**config.mk**
```make
export PLATFORM = sky130hd
export DESIGN_NAME = dual_adc_sync_ctrl
export DESIGN_NICKNAME = d
export VERILOG_FILES = /design/src/hw/adc_sync_pkg.sv /design/src/hw/unit_if.sv /design/src/hw/dual_adc_sync_ctrl.sv /design/src/hw/adc_unit_core.sv
export SDC_FILE = /design/constraint.sdc
export NUM_CORES = 1
export LEC_CHECK = 0
export ABC_CLOCK_PERIOD_IN_PS = 1300
export BUFFER_PORTS_ARGS = -buffer_cell sky130_fd_sc_hd__buf_2
export CAP_MARGIN = 20
export CORE_AREA = 2 2 276 278
export CTS_BUF_LIST = sky130_fd_sc_hd__clkbuf_8
export DETAILED_ROUTE_END_ITERATION = 6
export DIE_AREA = 0 0 278 280
export GPL_TIMING_DRIVEN = 0
export REMOVE_ABC_BUFFERS = 1
export SYNTH_ARGS = -nofsm -noshare
export SYNTH_HDL_FRONTEND = slang
export SYNTH_SLANG_ARGS = --single-unit
```
**constraint.sdc**
```tcl
create_clock -name i_clk -period 1.3 [get_ports i_clk]
set_input_delay 0.13 -clock i_clk [delete_from_list [all_inputs] [get_ports i_clk]]
set_output_delay 0.13 -clock i_clk [all_outputs]
set_load 0.02 [all_outputs]
```
**src/hw/adc_sync_pkg.sv**
```systemverilog
// Constants, types and decode helpers for the dual converter control block.
// Assumes both converter units and all control logic share one clock.
package adc_sync_pkg;

  localparam int NUM_UNITS = 2;
  localparam int NUM_CH    = 12;
  localparam int RES_W     = 12;
  localparam int CHAN_W    = 5;
  localparam int MODE_W    = 16;
  localparam int SYNC_BIT  = 15;
  localparam int CTRL_W    = 8;
  localparam int STM_W     = 8;
  localparam int IMOD_W    = 2;
  localparam int TRG_W     = 8;
  localparam int TSEL_W    = 2;

  localparam logic [TSEL_W-1:0] TSEL_FULL    = 2'h1;
  localparam logic [TSEL_W-1:0] TSEL_ZERO    = 2'h2;
  localparam logic [TSEL_W-1:0] TSEL_REF     = 2'h3;
  localparam logic [CHAN_W-1:0] CHECK_CHAN   = 5'h11;
  localparam logic [RES_W-1:0]  RESULT_RESET = 12'h000;
  localparam logic [NUM_CH-1:0] STATUS_RESET = 12'h000;
  localparam logic [MODE_W-1:0] MODE_RESET   = 16'h0000;
  localparam logic [CTRL_W-1:0] CTRL_RESET   = 8'h00;
  localparam logic [STM_W-1:0]  STM_RESET    = 8'h00;
  localparam logic [IMOD_W-1:0] IMOD_RESET   = 2'h0;
  localparam logic [TRG_W-1:0]  TRG_RESET    = 8'h00;

  typedef enum logic [1:0] {
    SRC_NONE,
    SRC_FULL,
    SRC_ZERO,
    SRC_REF
  } check_src_e;

  // Maps the self-test selector onto the check channel source.
  function automatic check_src_e decode_test_src(input logic [TSEL_W-1:0] sel);
    check_src_e src;
    src = SRC_NONE;
    if (sel == TSEL_FULL) begin
      src = SRC_FULL;
    end else if (sel == TSEL_ZERO) begin
      src = SRC_ZERO;
    end else if (sel == TSEL_REF) begin
      src = SRC_REF;
    end
    return src;
  endfunction : decode_test_src

endpackage : adc_sync_pkg

```
**src/hw/unit_if.sv**
```systemverilog
// Per-unit bundle between the control top and one unit's private state.
// Assumes the top drives the settings and conversion strobe on the shared clock.
`timescale 1ns/10ps
`default_nettype none
interface unit_if;
  import adc_sync_pkg::*;
  logic                    conv_valid;
  logic [CHAN_W-1:0]       conv_chan;
  logic [RES_W-1:0]        conv_data;
  logic [NUM_CH-1:0]       limit_mode;
  logic [RES_W-1:0]        upper;
  logic [RES_W-1:0]        lower;
  logic [NUM_CH-1:0]       clear;
  logic [TSEL_W-1:0]       test_sel;
  logic [NUM_CH-1:0]       status;
  logic [RES_W-1:0]        results [NUM_CH];
  logic [RES_W-1:0]        last_result;
  check_src_e              check_src;

  modport top  (output conv_valid, conv_chan, conv_data, limit_mode, upper, lower, clear,
                test_sel, input status, results, last_result, check_src);
  modport core (input conv_valid, conv_chan, conv_data, limit_mode, upper, lower, clear,
                test_sel, output status, results, last_result, check_src);
endinterface : unit_if
`default_nettype wire

```
**src/hw/dual_adc_sync_ctrl.sv**
```systemverilog
// Control logic for two linked converter units: slaving, start alignment, self test.
// Assumes all inputs come from register logic on the same 20 MHz clock.
`timescale 1ns/10ps
`default_nettype none
// Function
// Selector 0x1 routes full-scale voltage to the check channel.
// Selector 0x2 routes zero-scale voltage to the check channel.
// Selector 0x3 routes the one-volt internal reference to the check channel.
// Software alternates one fixed external input with each test source conversion.
// Software passes self test if inputs agree and test results all differ.
// Unit 1 mode sync bit set makes both units convert simultaneously.
// Software programs equal channel counts on both units before linking them.
// While linked, unit 0 mode applies to both; sync bit lives only in unit 1.
// While linked, unit 0 control, interval, interrupt-mode and trigger govern both.
// Each unit keeps its enables, limits, status, clear, test select and results.
// Writing one to a clear bit drops its limit status within one clock; the code keeps the bit set if a new match arrives in that cycle.
// While linked, both units start on the same edge from unit 0's start.
module dual_adc_sync_ctrl (
  // Clock and reset
  input  wire logic                               i_clk,
  input  wire logic                               i_resetn,
  // Shared-style settings, one copy per unit
  input  wire logic [adc_sync_pkg::MODE_W-1:0]    i_mode      [adc_sync_pkg::NUM_UNITS],
  input  wire logic [adc_sync_pkg::CTRL_W-1:0]    i_ctrl      [adc_sync_pkg::NUM_UNITS],
  input  wire logic [adc_sync_pkg::STM_W-1:0]     i_interval  [adc_sync_pkg::NUM_UNITS],
  input  wire logic [adc_sync_pkg::IMOD_W-1:0]    i_int_mode  [adc_sync_pkg::NUM_UNITS],
  input  wire logic [adc_sync_pkg::TRG_W-1:0]     i_trigger   [adc_sync_pkg::NUM_UNITS],
  input  wire logic                               i_start     [adc_sync_pkg::NUM_UNITS],
  // Per-unit private settings
  input  wire logic [adc_sync_pkg::NUM_CH-1:0]    i_chan_en   [adc_sync_pkg::NUM_UNITS],
  input  wire logic [adc_sync_pkg::NUM_CH-1:0]    i_limit_mode[adc_sync_pkg::NUM_UNITS],
  input  wire logic [adc_sync_pkg::RES_W-1:0]     i_upper     [adc_sync_pkg::NUM_UNITS],
  input  wire logic [adc_sync_pkg::RES_W-1:0]     i_lower     [adc_sync_pkg::NUM_UNITS],
  input  wire logic [adc_sync_pkg::NUM_CH-1:0]    i_limit_clr [adc_sync_pkg::NUM_UNITS],
  input  wire logic [adc_sync_pkg::TSEL_W-1:0]    i_test_sel  [adc_sync_pkg::NUM_UNITS],
  // Conversion results from the analog cores
  input  wire logic                               i_conv_valid[adc_sync_pkg::NUM_UNITS],
  input  wire logic [adc_sync_pkg::CHAN_W-1:0]    i_conv_chan [adc_sync_pkg::NUM_UNITS],
  input  wire logic [adc_sync_pkg::RES_W-1:0]     i_conv_data [adc_sync_pkg::NUM_UNITS],
  // Effective settings towards the analog cores
  output logic [adc_sync_pkg::MODE_W-1:0]         o_mode      [adc_sync_pkg::NUM_UNITS],
  output logic [adc_sync_pkg::CTRL_W-1:0]         o_ctrl      [adc_sync_pkg::NUM_UNITS],
  output logic [adc_sync_pkg::STM_W-1:0]          o_interval  [adc_sync_pkg::NUM_UNITS],
  output logic [adc_sync_pkg::IMOD_W-1:0]         o_int_mode  [adc_sync_pkg::NUM_UNITS],
  output logic [adc_sync_pkg::TRG_W-1:0]          o_trigger   [adc_sync_pkg::NUM_UNITS],
  output logic [adc_sync_pkg::NUM_CH-1:0]         o_chan_en   [adc_sync_pkg::NUM_UNITS],
  output logic                                    o_start     [adc_sync_pkg::NUM_UNITS],
  output logic                                    o_sync,
  // Per-unit state
  output adc_sync_pkg::check_src_e                o_check_src [adc_sync_pkg::NUM_UNITS],
  output logic [adc_sync_pkg::NUM_CH-1:0]         o_limit_status[adc_sync_pkg::NUM_UNITS],
  output logic [adc_sync_pkg::RES_W-1:0]          o_last_result[adc_sync_pkg::NUM_UNITS],
  output logic [adc_sync_pkg::RES_W-1:0]          o_result    [adc_sync_pkg::NUM_UNITS]
                                                              [adc_sync_pkg::NUM_CH]
);
  import adc_sync_pkg::*;

  // ****************************************************************
  // Linking
  // ****************************************************************
  logic sync_req;
  assign sync_req = i_mode[1][SYNC_BIT];

  // The sync bit of unit 0 is ignored so only unit 1 can link the pair.
  function automatic logic [MODE_W-1:0] strip_sync(input logic [MODE_W-1:0] m);
    logic [MODE_W-1:0] r;
    r = m;
    r[SYNC_BIT] = 1'b0;
    return r;
  endfunction : strip_sync

  always_ff @(posedge i_clk or negedge i_resetn) begin
    if (!i_resetn) begin
      o_sync <= 1'b0;
    end else begin
      o_sync <= sync_req;
    end
  end

  always_ff @(posedge i_clk or negedge i_resetn) begin
    if (!i_resetn) begin
      for (int k = 0; k < NUM_UNITS; k++) begin
        o_mode[k]     <= MODE_RESET;
        o_ctrl[k]     <= CTRL_RESET;
        o_interval[k] <= STM_RESET;
        o_int_mode[k] <= IMOD_RESET;
        o_trigger[k]  <= TRG_RESET;
      end
    end else begin
      o_mode[0]     <= strip_sync(i_mode[0]);
      o_ctrl[0]     <= i_ctrl[0];
      o_interval[0] <= i_interval[0];
      o_int_mode[0] <= i_int_mode[0];
      o_trigger[0]  <= i_trigger[0];
      if (sync_req) begin
        o_mode[1]     <= strip_sync(i_mode[0]) | (MODE_W'(1) << SYNC_BIT);
        o_ctrl[1]     <= i_ctrl[0];
        o_interval[1] <= i_interval[0];
        o_int_mode[1] <= i_int_mode[0];
        o_trigger[1]  <= i_trigger[0];
      end else begin
        o_mode[1]     <= i_mode[1];
        o_ctrl[1]     <= i_ctrl[1];
        o_interval[1] <= i_interval[1];
        o_int_mode[1] <= i_int_mode[1];
        o_trigger[1]  <= i_trigger[1];
      end
    end
  end

  // Unit 1's own start is dropped while linked, so a stray trigger cannot skew the pair.
  always_ff @(posedge i_clk or negedge i_resetn) begin
    if (!i_resetn) begin
      o_start[0] <= 1'b0;
      o_start[1] <= 1'b0;
    end else begin
      o_start[0] <= i_start[0];
      o_start[1] <= sync_req ? i_start[0] : i_start[1];
    end
  end

  always_ff @(posedge i_clk or negedge i_resetn) begin
    if (!i_resetn) begin
      for (int k = 0; k < NUM_UNITS; k++) begin
        o_chan_en[k] <= '0;
      end
    end else begin
      for (int k = 0; k < NUM_UNITS; k++) begin
        o_chan_en[k] <= i_chan_en[k];
      end
    end
  end

  // ****************************************************************
  // Per-unit state
  // ****************************************************************
  for (genvar g = 0; g < NUM_UNITS; g++) begin : g_unit
    unit_if uif ();
    assign uif.conv_valid = i_conv_valid[g];
    assign uif.conv_chan  = i_conv_chan[g];
    assign uif.conv_data  = i_conv_data[g];
    assign uif.limit_mode = i_limit_mode[g];
    assign uif.upper      = i_upper[g];
    assign uif.lower      = i_lower[g];
    assign uif.clear      = i_limit_clr[g];
    assign uif.test_sel   = i_test_sel[g];
    assign o_limit_status[g] = uif.status;
    assign o_result[g]       = uif.results;
    assign o_last_result[g]  = uif.last_result;
    assign o_check_src[g]    = uif.check_src;

    adc_unit_core u_core (
      .i_clk    (i_clk),
      .i_resetn (i_resetn),
      .u        (uif.core)
    );
  end

  // ****************************************************************
  // Checks
  // ****************************************************************
  a_sync_follow: assert property (@(posedge i_clk) disable iff (!i_resetn)
    sync_req |=> o_sync && o_mode[1][SYNC_BIT])
    else $error("link request not reflected");
  a_mode_slaved: assert property (@(posedge i_clk) disable iff (!i_resetn)
    sync_req |=> o_mode[1] == ($past(strip_sync(i_mode[0])) | (MODE_W'(1) << SYNC_BIT)))
    else $error("unit 1 mode not taken from unit 0");
  a_unit0_no_sync: assert property (@(posedge i_clk) disable iff (!i_resetn)
    i_mode[0][SYNC_BIT] && !sync_req |=> !o_sync && !o_mode[0][SYNC_BIT])
    else $error("unit 0 sync bit had effect");
  a_ctrl_slaved: assert property (@(posedge i_clk) disable iff (!i_resetn)
    sync_req |=> o_ctrl[1] == $past(i_ctrl[0]) && o_trigger[1] == $past(i_trigger[0])
             && o_interval[1] == $past(i_interval[0])
             && o_int_mode[1] == $past(i_int_mode[0]))
    else $error("unit 1 control copy not slaved");
  a_start_aligned: assert property (@(posedge i_clk) disable iff (!i_resetn)
    sync_req ##1 o_sync |-> o_start[1] == o_start[0])
    else $error("linked starts not on the same edge");
  a_enables_own: assert property (@(posedge i_clk) disable iff (!i_resetn)
    1'b1 |=> o_chan_en[1] == $past(i_chan_en[1]))
    else $error("unit 1 enables not kept");

  // The leading reset term drops the attempt at the releasing edge, where the flops still
  // see reset, so these checks hold whatever the inputs carry while reset is applied.
  a_enables_unit0: assert property (@(posedge i_clk) disable iff (!i_resetn)
    i_resetn |=> o_chan_en[0] == $past(i_chan_en[0]))
    else $error("unit 0 enables not kept");
  a_sync_drop: assert property (@(posedge i_clk) disable iff (!i_resetn)
    i_resetn && !sync_req |=> !o_sync && !o_mode[1][SYNC_BIT])
    else $error("link kept after request dropped");
  a_unit0_mode_own: assert property (@(posedge i_clk) disable iff (!i_resetn)
    i_resetn |=> o_mode[0] == $past(strip_sync(i_mode[0])))
    else $error("unit 0 mode not its own");
  a_unit0_ctrl_own: assert property (@(posedge i_clk) disable iff (!i_resetn)
    i_resetn |=> o_ctrl[0] == $past(i_ctrl[0]) && o_trigger[0] == $past(i_trigger[0])
             && o_interval[0] == $past(i_interval[0])
             && o_int_mode[0] == $past(i_int_mode[0]))
    else $error("unit 0 control copy not its own");
  a_unlinked_mode: assert property (@(posedge i_clk) disable iff (!i_resetn)
    i_resetn && !sync_req |=> o_mode[1] == $past(i_mode[1]))
    else $error("unlinked unit 1 mode not its own");
  a_unlinked_ctrl: assert property (@(posedge i_clk) disable iff (!i_resetn)
    i_resetn && !sync_req |=> o_ctrl[1] == $past(i_ctrl[1])
             && o_trigger[1] == $past(i_trigger[1])
             && o_interval[1] == $past(i_interval[1]))
    else $error("unlinked unit 1 control copy not its own");
  a_start_unit0: assert property (@(posedge i_clk) disable iff (!i_resetn)
    i_resetn |=> o_start[0] == $past(i_start[0]))
    else $error("unit 0 start not passed on");
  a_start_slaved: assert property (@(posedge i_clk) disable iff (!i_resetn)
    i_resetn && sync_req |=> o_start[1] == $past(i_start[0]))
    else $error("linked unit 1 start not taken from unit 0");
  a_start_unlinked: assert property (@(posedge i_clk) disable iff (!i_resetn)
    i_resetn && !sync_req |=> o_start[1] == $past(i_start[1]))
    else $error("unlinked unit 1 start not its own");

  c_linked_start: cover property (@(posedge i_clk) disable iff (!i_resetn)
    o_sync && o_start[0] && o_start[1]);
  c_unlinked_start: cover property (@(posedge i_clk) disable iff (!i_resetn)
    !o_sync && o_start[1] && !o_start[0]);
  c_link_toggle: cover property (@(posedge i_clk) disable iff (!i_resetn)
    !sync_req ##1 sync_req ##3 !sync_req);
endmodule : dual_adc_sync_ctrl
`default_nettype wire

```
**src/hw/adc_unit_core.sv**
```systemverilog
// One converter unit's private state: results, limit status, test source.
// Assumes conversion strobes arrive from logic on the same clock.
`timescale 1ns/10ps
`default_nettype none
module adc_unit_core (
  // Clock and reset
  input  wire logic i_clk,
  input  wire logic i_resetn,
  // Unit bundle
  unit_if.core      u
);
  import adc_sync_pkg::*;

  // ****************************************************************
  // Limit status and results
  // ****************************************************************
  logic [NUM_CH-1:0] set_vec;
  logic              in_range;
  logic              chan_ok;

  assign chan_ok  = u.conv_valid && (u.conv_chan < CHAN_W'(NUM_CH));
  assign in_range = (u.conv_data >= u.lower) && (u.conv_data <= u.upper);

  always_comb begin
    set_vec = '0;
    if (chan_ok && in_range && u.limit_mode[u.conv_chan[3:0]]) begin
      set_vec[u.conv_chan[3:0]] = 1'b1;
    end
  end

  // A new match in the cycle of its clear keeps the bit set.
  always_ff @(posedge i_clk or negedge i_resetn) begin
    if (!i_resetn) begin
      u.status <= STATUS_RESET;
    end else begin
      u.status <= (u.status & ~u.clear) | set_vec;
    end
  end

  always_ff @(posedge i_clk or negedge i_resetn) begin
    if (!i_resetn) begin
      for (int i = 0; i < NUM_CH; i++) begin
        u.results[i] <= RESULT_RESET;
      end
      u.last_result <= RESULT_RESET;
    end else if (u.conv_valid) begin
      u.last_result <= u.conv_data;
      if (chan_ok) begin
        u.results[u.conv_chan[3:0]] <= u.conv_data;
      end
    end
  end

  always_ff @(posedge i_clk or negedge i_resetn) begin
    if (!i_resetn) begin
      u.check_src <= SRC_NONE;
    end else begin
      u.check_src <= decode_test_src(u.test_sel);
    end
  end

  // ****************************************************************
  // Checks
  // ****************************************************************
  a_full_scale_src: assert property (@(posedge i_clk) disable iff (!i_resetn)
    u.test_sel == TSEL_FULL |=> u.check_src == SRC_FULL)
    else $error("full scale selector not routed");
  a_zero_scale_src: assert property (@(posedge i_clk) disable iff (!i_resetn)
    u.test_sel == TSEL_ZERO |=> u.check_src == SRC_ZERO)
    else $error("zero scale selector not routed");
  a_ref_volt_src: assert property (@(posedge i_clk) disable iff (!i_resetn)
    u.test_sel == TSEL_REF |=> u.check_src == SRC_REF)
    else $error("reference selector not routed");
  a_limit_clear_fast: assert property (@(posedge i_clk) disable iff (!i_resetn)
    (u.clear != '0) && ((u.clear & set_vec) == '0) |=> (u.status & $past(u.clear)) == '0)
    else $error("limit status not cleared within one cycle");
  a_limit_set_wins: assert property (@(posedge i_clk) disable iff (!i_resetn)
    set_vec != '0 |=> (u.status & $past(set_vec)) == $past(set_vec))
    else $error("limit match lost");
  a_result_store: assert property (@(posedge i_clk) disable iff (!i_resetn)
    chan_ok |=> u.results[$past(u.conv_chan[3:0])] == $past(u.conv_data))
    else $error("result not stored in its channel slot");

  c_clear_and_set: cover property (@(posedge i_clk) disable iff (!i_resetn)
    (u.clear & set_vec) != '0);
  c_check_conv: cover property (@(posedge i_clk) disable iff (!i_resetn)
    u.conv_valid && u.conv_chan == CHECK_CHAN && u.check_src == SRC_FULL);
endmodule : adc_unit_core
`default_nettype wire

```
Word-level counts from Yosys, hierarchy flattened:

Cells that the tools add are included.
W data, S select, Z words.

* bits of input ports: 248
* word-level logic and storage cells: 115
* output and inout bits: 451
* bits in registers: 450

* equality and inequality tests: 6
* order comparisons: 14
* reductions and logical operators: 14
* multiplexer cells: 28
* bitwise gates (word level): 8

Operators with widths (count)
* $bwmux W144: 2
* $demux W12 S4: 2
* $mux W12: 4
* $and A12 B12 Y12: 2
* $ge A12 B12 Y1: 2
* $le A12 B12 Y1: 2
* $mux W8: 3
* $not A12 Y12: 2
* $or A12 B12 Y12: 2
* $mux W16: 1
* $mux W2: 7
* $logic_and A1 B1 Y1: 12
* $ge A5 B5 Y1 const B: 2
* $lt A4 B5 Y1 const B: 2
* $lt A5 B1 Y1 const B: 2
* $lt A5 B4 Y1 const B: 2
* $not A4 Y5: 2
* $bmux W1 S4: 2
* $demux W1 S4: 2
* $eq A2 B2 Y1 const B: 4
* $ge A4 B1 Y1 const B: 2
* $mux W1: 5
* $eq A2 B1 Y1 const B: 2
* $reduce_and A2 Y1: 2

Logic depth before layout (Yosys ltp):

Gate-level depths: netlist of the first run.

* word-level depth: 6
* gate-level depth with buffers: 10
* depth with buffers taken out: 8

Hierarchy:

A second synthesis of the first run with hierarchy kept.

* cell total of the unflattened synthesis: 1174
* area, all modules: 17809.6 µm²

By module, submodules not included
* adc_unit_core (g_unit[0].u_core): cells each 506, sequential area each 4254.1 µm², times used 1, area an instance 7253.2 µm²
* adc_unit_core (g_unit[1].u_core): cells each 509, sequential area each 4254.1 µm², times used 1, area an instance 7095.6 µm²
* dual_adc_sync_ctrl: cells each 159, sequential area each 2727.6 µm², times used 1, area an instance 3460.8 µm²

Least setup slack after synthesis of the first run:

No wires, ideal clock.

* kind: input port to flip-flop
* start point: input port i_conv_data[0] in the netlist's numbering
* end point: register g_unit[1].u_core.u.status[7]
* library setup time: 0.141 ns
* required time: 1.159 ns
* setup slack: -0.455 ns
* buffers on the path: 2
* stages on the path: 10
* data arrival time: 1.614 ns
* cells stage by stage: inv_1 > clkbuf_1 > ha_1 > nor2b_1 > o21ai_0 > a221oi_1 > o21ai_0 > clkbuf_1 > nand4_1 > o22ai_1

* cells in the longest elaborated chain, start to end: 6
* elaborated cells between the ends (all ways): 7
* classes of those cells: order compare (2); mux (1); bitwise (1); reduce/logical (3)

Ends and longest elaborated chain
* start, declared: line dual_adc_sync_ctrl.sv:39 `input wire logic [adc_sync_pkg::RES_W-1:0] i_conv_data [adc_sync_pkg::NUM_UNITS],`
* $ge A12 B12 Y1 or $le A12 B12 Y1 (tied branches): line adc_unit_core.sv:22 `assign in_range = (u.conv_data >= u.lower) && (u.conv_data <= u.upper);`
* $logic_and A1 B1 Y1 (*): line adc_unit_core.sv:22
* $logic_and A1 B1 Y1 (*) (2 in series): line adc_unit_core.sv:26 `if (chan_ok && in_range && u.limit_mode[u.conv_chan[3:0]]) begin`
* $mux W12 (*): line adc_unit_core.sv:26
* $or A12 B12 Y12 (*): line adc_unit_core.sv:36 `u.status <= (u.status & ~u.clear) | set_vec;`
* end signal, assigned: line adc_unit_core.sv:36
* end, declared: line unit_if.sv:23 `test_sel, output status, results, last_result, check_src);`

Mark *: on every way between the ends. The rest lies on a longest branch, timed or not.
A chain may end at the register's enable or synchronous reset.

Worst setup path after layout of the first run:

* start point: input port i_upper[15] in the netlist's numbering
* end point: register g_unit[0].u_core.u.status[11]

* cells in the longest elaborated chain, start to end: 6

Ends and longest elaborated chain
* start, declared: line dual_adc_sync_ctrl.sv:32 `input wire logic [adc_sync_pkg::RES_W-1:0] i_upper [adc_sync_pkg::NUM_UNITS],`
* $le A12 B12 Y1: line adc_unit_core.sv:22
* $logic_and A1 B1 Y1: line adc_unit_core.sv:22
* $logic_and A1 B1 Y1 (2 in series): line adc_unit_core.sv:26
* $mux W12: line adc_unit_core.sv:26
* $or A12 B12 Y12: line adc_unit_core.sv:36
* end signal, assigned: line adc_unit_core.sv:36
* end, declared: line unit_if.sv:23

No other way between the ends.

==> results.md, run 1 <==
* Outcome: finished with violations
* Failing checks: hold timing, setup timing
* Number of synthesized flops with an enable pin at 0
* Worst Clk Skew at 0 ns
* Cell at the slowest stage of the critical path: a2111oi_4
* Initial antenna violation count at 7
* Top library cells by usage in the layout, fill and taps aside: buf_6 (459), dfrtp_1 (448), mux2_2 (314)
* Detail Route Antenna Nets at 0
* Setup repair after global routing missed its margin: yes
* Worst min path class: primary input to asynchronous set/reset pin
* Setup slack on the worst flop-to-flop path at 0.28 ns
* Global-route congestion overflow total at 0
* Setup violations, final at 265
* Area of all sequential standard cells at 11200 um2
* Length in cells of the worst reg-to-reg path at 3
* Mean instance size in the synthesized netlist at 14.8 um2
* Share of post-route cells with drive strength above 1 at 57.5%
* Maximum vdd ir drop at 933 uV
* CP max FO at 5
* Vias post-DR at 14198
* Max Slew Vio Count at 0
* Async S/R FF share, synth at 100%
* Standby leakage power at 14.2 nW
* Deepest clock path buffer count at 3
* Endpoint class of the critical path: flop
* Post-synthesis cell type count at 44
* CTS buffer count at 79
* Multi-input logic area at 5930 um2
* Total number of placement rows at 101
* Count of input and output buffers at 696
* Initial Util at 23.3%
* Data required time of the worst path at 1.85 ns
* HPWL Detailed at 43300 um
* Post-route cell area at 29400 um2
* Sequential share of the synthesized area at 64.2%
* Global-route wire length before repair at 99900 um
* Achievable frequency at 721 MHz
* Register bit count reported by yosys at 449
* Clock sink count at 449
* Die area at 77800 um2
* Post-synth top flop: dfrtp_1
* FILL cells at 6839
* Commonest non-fill, non-tap cell in the layout: buf_6
* Number of remaining DRC errors at 0
* Via count of the first global-routing pass at 15737
* Critical path's largest stage delay at 0.35 ns
* Net count of the finished layout at 2458
* Setup TNS at -5.57 ns
* Largest net degree at the start of global routing at 122
* DRC violation total after the first TritonRoute iteration at 579
* Placer congestion estimate at 0.878
* Post-Place Setup Slack at -1.58 ns
* Post-layout min period at 1.39 ns
* Total GRT Usage at 17.0%
* Die Width at 278 um
* Total power at 43.4 mW
* CTS Root Cell: clkbuf_8
* Clock tree from TritonCTS: yes
* Standard cell area after detailed placement at 22100 um2
* Clock insertion delay at the later pin of the skew report at 0.63 ns
* Pwr dens at 1480 nW/um2
* 1st-pass router iterations at 4
* Depth of the CTS H-tree at 3
* Area growth from synthesis to final layout at 67.8%
* Cell count after synthesis at 1183
* Syn. warnings at 0
* Cells traversed along the worst timing path: buf_2 > inv_1 > ha_1 > a21oi_1 > a211oi_2 > a2111oi_4 > buf_6 > o211ai_4 > o32ai_2
* Fin. Hold Viols at 69
* Final core utilization at 39.1%
* Via count normalized by instance count at 4.44
* Post-route clock period utilization at 107%
* Critical path arrival at 1.94 ns
* Worst slew pin tran at 1.08 ns
* Core area at 75200 um2
* Type of element launching the critical path: primary input
* Class of the most critical setup path: primary input to flop
* Worst-case hold slack at -0.0581 ns
* Post-detailed-route wirelength per cell at 21.6 um
* Register clock-pin slew on the reported worst setup and hold paths at 0.06 ns
* Sum of routed wire length over all layers at 69100 um
* Smallest setup slack after layout at -0.0876 ns
* Worst rel slew slack at 27.7%
* Synthesized area at 17500 um2
* I/O pin count at 699
* Die Y at 280 um
* Max Cap Viol at 0
[power by group]
group | total [mW] | switching [mW] | internal (mW)
clock | 13.6 | 6.24 | 7.34
combinational | 12.3 | 5.89 | 6.41
sequential | 17.5 | 1.46 | 16.0
total | 43.4 | 13.6 | 29.8
[sequential cells by signal, summed over array words and instances (netlist names), 16 cells and up]
| signal | flops |
|---|---|
| o_chan_en | 24 |
| g_unit.u_core.u.status | 24 |
| o_ctrl | 16 |
| o_trigger | 16 |
| g_unit.u_core.u.last_result | 24 |
| o_interval | 16 |
| g_unit.u_core.u.results | 288 |
| o_mode | 31 |
[per-layer routing]
metal,track usage [%],part of all wire (%),up-vias
met5,0,0,-
met2,29.6,50,731
li1,-,-,6066
met3,5.63,8.3,209
met1,18.6,37,7192
met4,8.18,4.6,0
[repair_timing]
| action | in CTS | in global routing |
|---|---|---|
| buffers inserted | 33 | 35 |
| hold endpoints to repair | 653 | 242 |
| setup endpoints to repair | 614 | 473 |
| cloned | 1 | 0 |
| pin swaps | 3 | 18 |
| hold buffers | 187 | 7 |
| resized for setup | 944 | 29 |
[cells in the mapped netlist (3+ instances only)]
cell | n | area share [%]
nand2b_1 | 3 | 0.11
nand2_2 | 7 | 0.25
nor2_1 | 11 | 0.24
nand4_1 | 22 | 0.79
a21oi_1 | 9 | 0.26
buf_2 | 20 | 0.57
mux2_2 | 314 | 20
clkbuf_1 | 35 | 0.75
o21ai_0 | 28 | 0.80
a211oi_1 | 5 | 0.21
o22ai_1 | 21 | 0.75
dfrtp_1 | 449 | 64
nor3_2 | 4 | 0.23
mux4_2 | 6 | 0.77
buf_6 | 3 | 0.19
nand3_1 | 4 | 0.11
nor2b_1 | 10 | 0.36
a21o_1 | 8 | 0.34
mux2_1 | 19 | 1.2
buf_4 | 8 | 0.34
ha_1 | 48 | 3.4
nor3_1 | 4 | 0.11
and2b_1 | 3 | 0.13
nand2_1 | 50 | 1.1
inv_1 | 69 | 1.5
[worst paths after layout]
path,startpoint,end
worst min-delay path,i_resetn,g_unit[0].u_core.u.results[11]
worst max register to register,g_unit[1].u_core.u.results[121],g_unit[1].u_core.u.results[121]
worst max-delay path,i_upper[15],g_unit[0].u_core.u.status[11]
min in group i_clk,i_chan_en[15],o_chan_en[15]
max in group asynchronous,i_resetn,o_int_mode[0]
worst min register to register,g_unit[1].u_core.u.results[60],g_unit[1].u_core.u.results[60]
[per-stage QoR]
| step | hold slack, ns | cells |
|---|---|---|
| floorplan | -0.166 | 1115 |
| global placement | 0.238 | 2789 |
| detailed placement | -0.0220 | 2797 |
| CTS | -0.777 | 3151 |
| global route | -0.0627 | 3195 |
| finish | -0.0581 | 3195 |
[critical path, delay by kind of cell]
family          cells  cell delay, ns
compound gates      5            1.13
fa+ha+maj           1            0.28
buf+inv             3            0.40
[cells by family after synthesis]
group	share of synthesized area, %
muxes	22.2
and+or+nand+nor	3.80
DFF	64.2
AOI/OAI and AO/OA	2.95
buffers and inverters	3.40
adders and majority gates	3.43
other	0.0214
[area by class of cell]
cell class | count | share of cell area, %
Sequential cell | 449 | 38.3
Antenna cell | 3 | 0.0256
Clock inverter | 34 | 0.912
Multi-Input combinational cell | 597 | 20.2
Clock buffer | 99 | 4.64
Tap cell | 978 | 4.17
Inverter | 70 | 0.933
Timing Repair Buffer | 965 | 30.8
Note: power is estimated with default switching activity, not from simulation.
==> inputs of run 2 (changes only) <==
--- a/config.mk
+++ b/config.mk
@@ -5,13 +5,13 @@
 export SDC_FILE = /design/constraint.sdc
 export NUM_CORES = 1
 export LEC_CHECK = 0
-export ABC_CLOCK_PERIOD_IN_PS = 1300
+export ABC_CLOCK_PERIOD_IN_PS = 1400
 export BUFFER_PORTS_ARGS = -buffer_cell sky130_fd_sc_hd__buf_2
 export CAP_MARGIN = 20
-export CORE_AREA = 2 2 276 278
+export CORE_AREA = 2 2 270 272
 export CTS_BUF_LIST = sky130_fd_sc_hd__clkbuf_8
 export DETAILED_ROUTE_END_ITERATION = 6
-export DIE_AREA = 0 0 278 280
+export DIE_AREA = 0 0 272 274
 export GPL_TIMING_DRIVEN = 0
 export REMOVE_ABC_BUFFERS = 1
 export SYNTH_ARGS = -nofsm -noshare
==> constraint.sdc (replaced) <==
create_clock -name i_clk -period 1.4 [get_ports i_clk]
set_input_delay 0.14 -clock i_clk [delete_from_list [all_inputs] [get_ports i_clk]]
set_output_delay 0.14 -clock i_clk [all_outputs]
set_load 0.02 [all_outputs]
==> results.md, run 2 (synthesis gave the netlist of run 1 again) <==
* Outcome: finished with violations
* Failing checks: hold timing, setup timing
* Via count normalized by instance count at 4.38
* Crit-path most repeated cell: a21o_1
* Via count of the first global-routing pass at 14771
* Maximum vdd ir drop at 1140 uV
* Vias post-DR at 13832
* Flip-flop count of the largest register, all copies and words added at 288
* Max Cap Viol at 0
* DRC violation total after the first TritonRoute iteration at 660
* CP max FO at 12
* Post-Place Setup Slack at -1.55 ns
* I/O pin count at 699
* Post-Place Cells at 2776
* Post-route clock period utilization at 101%
* Count of input and output buffers at 696
* Area growth from synthesis to final layout at 59.1%
* Initial Util at 24.3%
* Post-detailed-route wirelength per cell at 20.6 um
* Critical path arrival at 1.94 ns
* Global-route congestion overflow total at 0
* Regs by FF count: g_unit.u_core.u.results: 288 flops, o_mode: 31 flops
* Pwr dens at 1420 nW/um2
* Share of post-route cells with drive strength above 1 at 55.8%
* Setup repair after global routing missed its margin: yes
* Clock insertion delay at the later pin of the skew report at 0.62 ns
* 1st-pass router iterations at 5
* Deepest clock path buffer count at 3
* Post-route cell area at 27900 um2
* Die Y at 274 um
* Worst Clk Skew at 0 ns
* Initial antenna violation count at 2
* Largest net degree at the start of global routing at 132
* Global-route wire length before repair at 92800 um
* CTS buffer count at 80
* Detail Route Antenna Nets at 0
* Cell at the slowest stage of the critical path: a221oi_2
* Fin. Hold Viols at 93
* Worst slew pin tran at 1.03 ns
* Commonest non-fill, non-tap cell in the layout: dfrtp_1
* Clock sink count at 449
* Data required time of the worst path at 1.92 ns
* Standard cell area after detailed placement at 22000 um2
* Core area at 72000 um2
* Endpoint class of the critical path: flop
* Critical path's largest stage delay at 0.48 ns
* Sum of routed wire length over all layers at 65000 um
* Standby leakage power at 13.8 nW
* Top reg by flops: g_unit.u_core.u.results
* Clock tree from TritonCTS: yes
* Type of element launching the critical path: primary input
* Die Width at 272 um
* Number of standard cells in the layout, taps in and fillers out at 3160
* Placer congestion estimate at 0.891
* Achievable frequency at 706 MHz
* Register clock-pin slew on the reported worst setup and hold paths at 0.06 ns
* Smallest setup slack after layout at -0.0165 ns
* Worst rel slew slack at 31.1%
* Worst min path class: primary input to asynchronous set/reset pin
* Setup violations, final at 4
* CTS Root Cell: clkbuf_8
* Cells traversed along the worst timing path: buf_2 > ha_1 > a21o_1 > a21o_1 > a221oi_2 > o21ai_2 > nand4_1 > o22ai_1
* Total GRT Usage at 16.6%
* Number of remaining DRC errors at 0
* Class of the most critical setup path: primary input to flop
* HPWL Detailed at 42500 um
* Die area at 74500 um2
* Worst-case hold slack at -0.501 ns
* Total number of placement rows at 99
* Post-layout min period at 1.42 ns
* Top library cells by usage in the layout, fill and taps aside: dfrtp_1 (447), buf_2 (390), mux2_2 (314)
* Net count of the finished layout at 2437
* Depth of the CTS H-tree at 3
* Max Slew Vio Count at 0
[run 2: cell count changes in the layout (fill, tap and decap cells not counted), moves of 3 or more]
cell / before / now
nand2_2: 17 / 12
buf_2: 229 / 390
bufinv_16: 2 / 5
buf_12: 8 / 1
ha_1: 42 / 48
o22ai_1: 15 / 21
inv_1: 82 / 93
clkbuf_8: 99 / 94
ha_4: 5 / 0
o22ai_2: 7 / 1
nand2_1: 39 / 44
buf_6: 459 / 285
[run 2: power by group]
group | internal (mW) | switching [mW] | leakage, nW
Combinational | 5.22 | 5.35 | 7.20
Clock | 7.10 | 5.78 | 0.945
Sequential | 14.9 | 1.22 | 5.62
Total | 27.2 | 12.3 | 13.8
[run 2: worst paths after layout]
check	from	to	slack, ns	cells past startpoint
min in group i_clk	i_conv_data[10]	g_unit[1].u_core.u.results[46]	0.09	2
max in group asynchronous	i_resetn	o_interval[14]	0.31	3
worst min-delay path	i_resetn	g_unit[0].u_core.u.last_result[8]	-0.50	1
worst min register to register	g_unit[1].u_core.u.results[36]	g_unit[1].u_core.u.results[36]	0.48	2
worst max register to register	g_unit[1].u_core.u.last_result[0]	g_unit[1].u_core.u.last_result[0]	0.08	2
worst max-delay path	i_conv_data[5]	g_unit[1].u_core.u.status[7]	-0.02	8
[run 2: what timing repair did]
item | 4_1_cts | 5_1_grt
buffers inserted | 29 | 27
setup endpoints to repair | 381 | 197
hold endpoints to repair | 430 | 101
gates resized for setup | 563 | 46
pin swaps | 1 | 1
hold buffers | 185 | 1
[run 2: area by class of cell]
type                    instances  area [um2]
flip-flops and latches        449       11200
fillers                      6752       44100
inverters                      70         272
multi-input cells             596        5750
diodes                          1        2.50
well taps                     959        1200
clock inverters                47         373
clock buffers                  94        1290
repair buffers                944        7730
[run 2: metal layers]
layer	routed length (um)	vias to the layer above	track usage, %	part of all wire, %
li1	-	6024	-	-
met3	5370	136	5.61	8.3
met1	23800	7055	18.1	37
met2	33600	615	29.8	52
met4	2200	2	6.15	3.4
met5	12	-	0	0.018
[run 2: through the flow]
step | setup TNS (ns) | utilization, % | hold slack, ns | power [mW]
2_1_floorplan | -18.06 | - | -0.156 | 20.2
3_3_place_gp | -4048.86 | 30.4 | 0.247 | 23.9
3_5_place_dp | -263.83 | 30.6 | 0.209 | 24.1
4_1_cts | -2.08 | 38.2 | -0.560 | 39.7
5_1_grt | -1.77 | 38.7 | -0.528 | 41.3
6_report | -0.0361 | 38.7 | -0.501 | 39.5
[run 2: worst max-delay path: cells and delay by family]
family / cells / cell delay (ns)
and+or+nand+nor: 1 / 0.14
adders and majority gates: 1 / 0.30
AOI/OAI and AO/OA: 5 / 1.18
buffers and inverters: 1 / 0.17
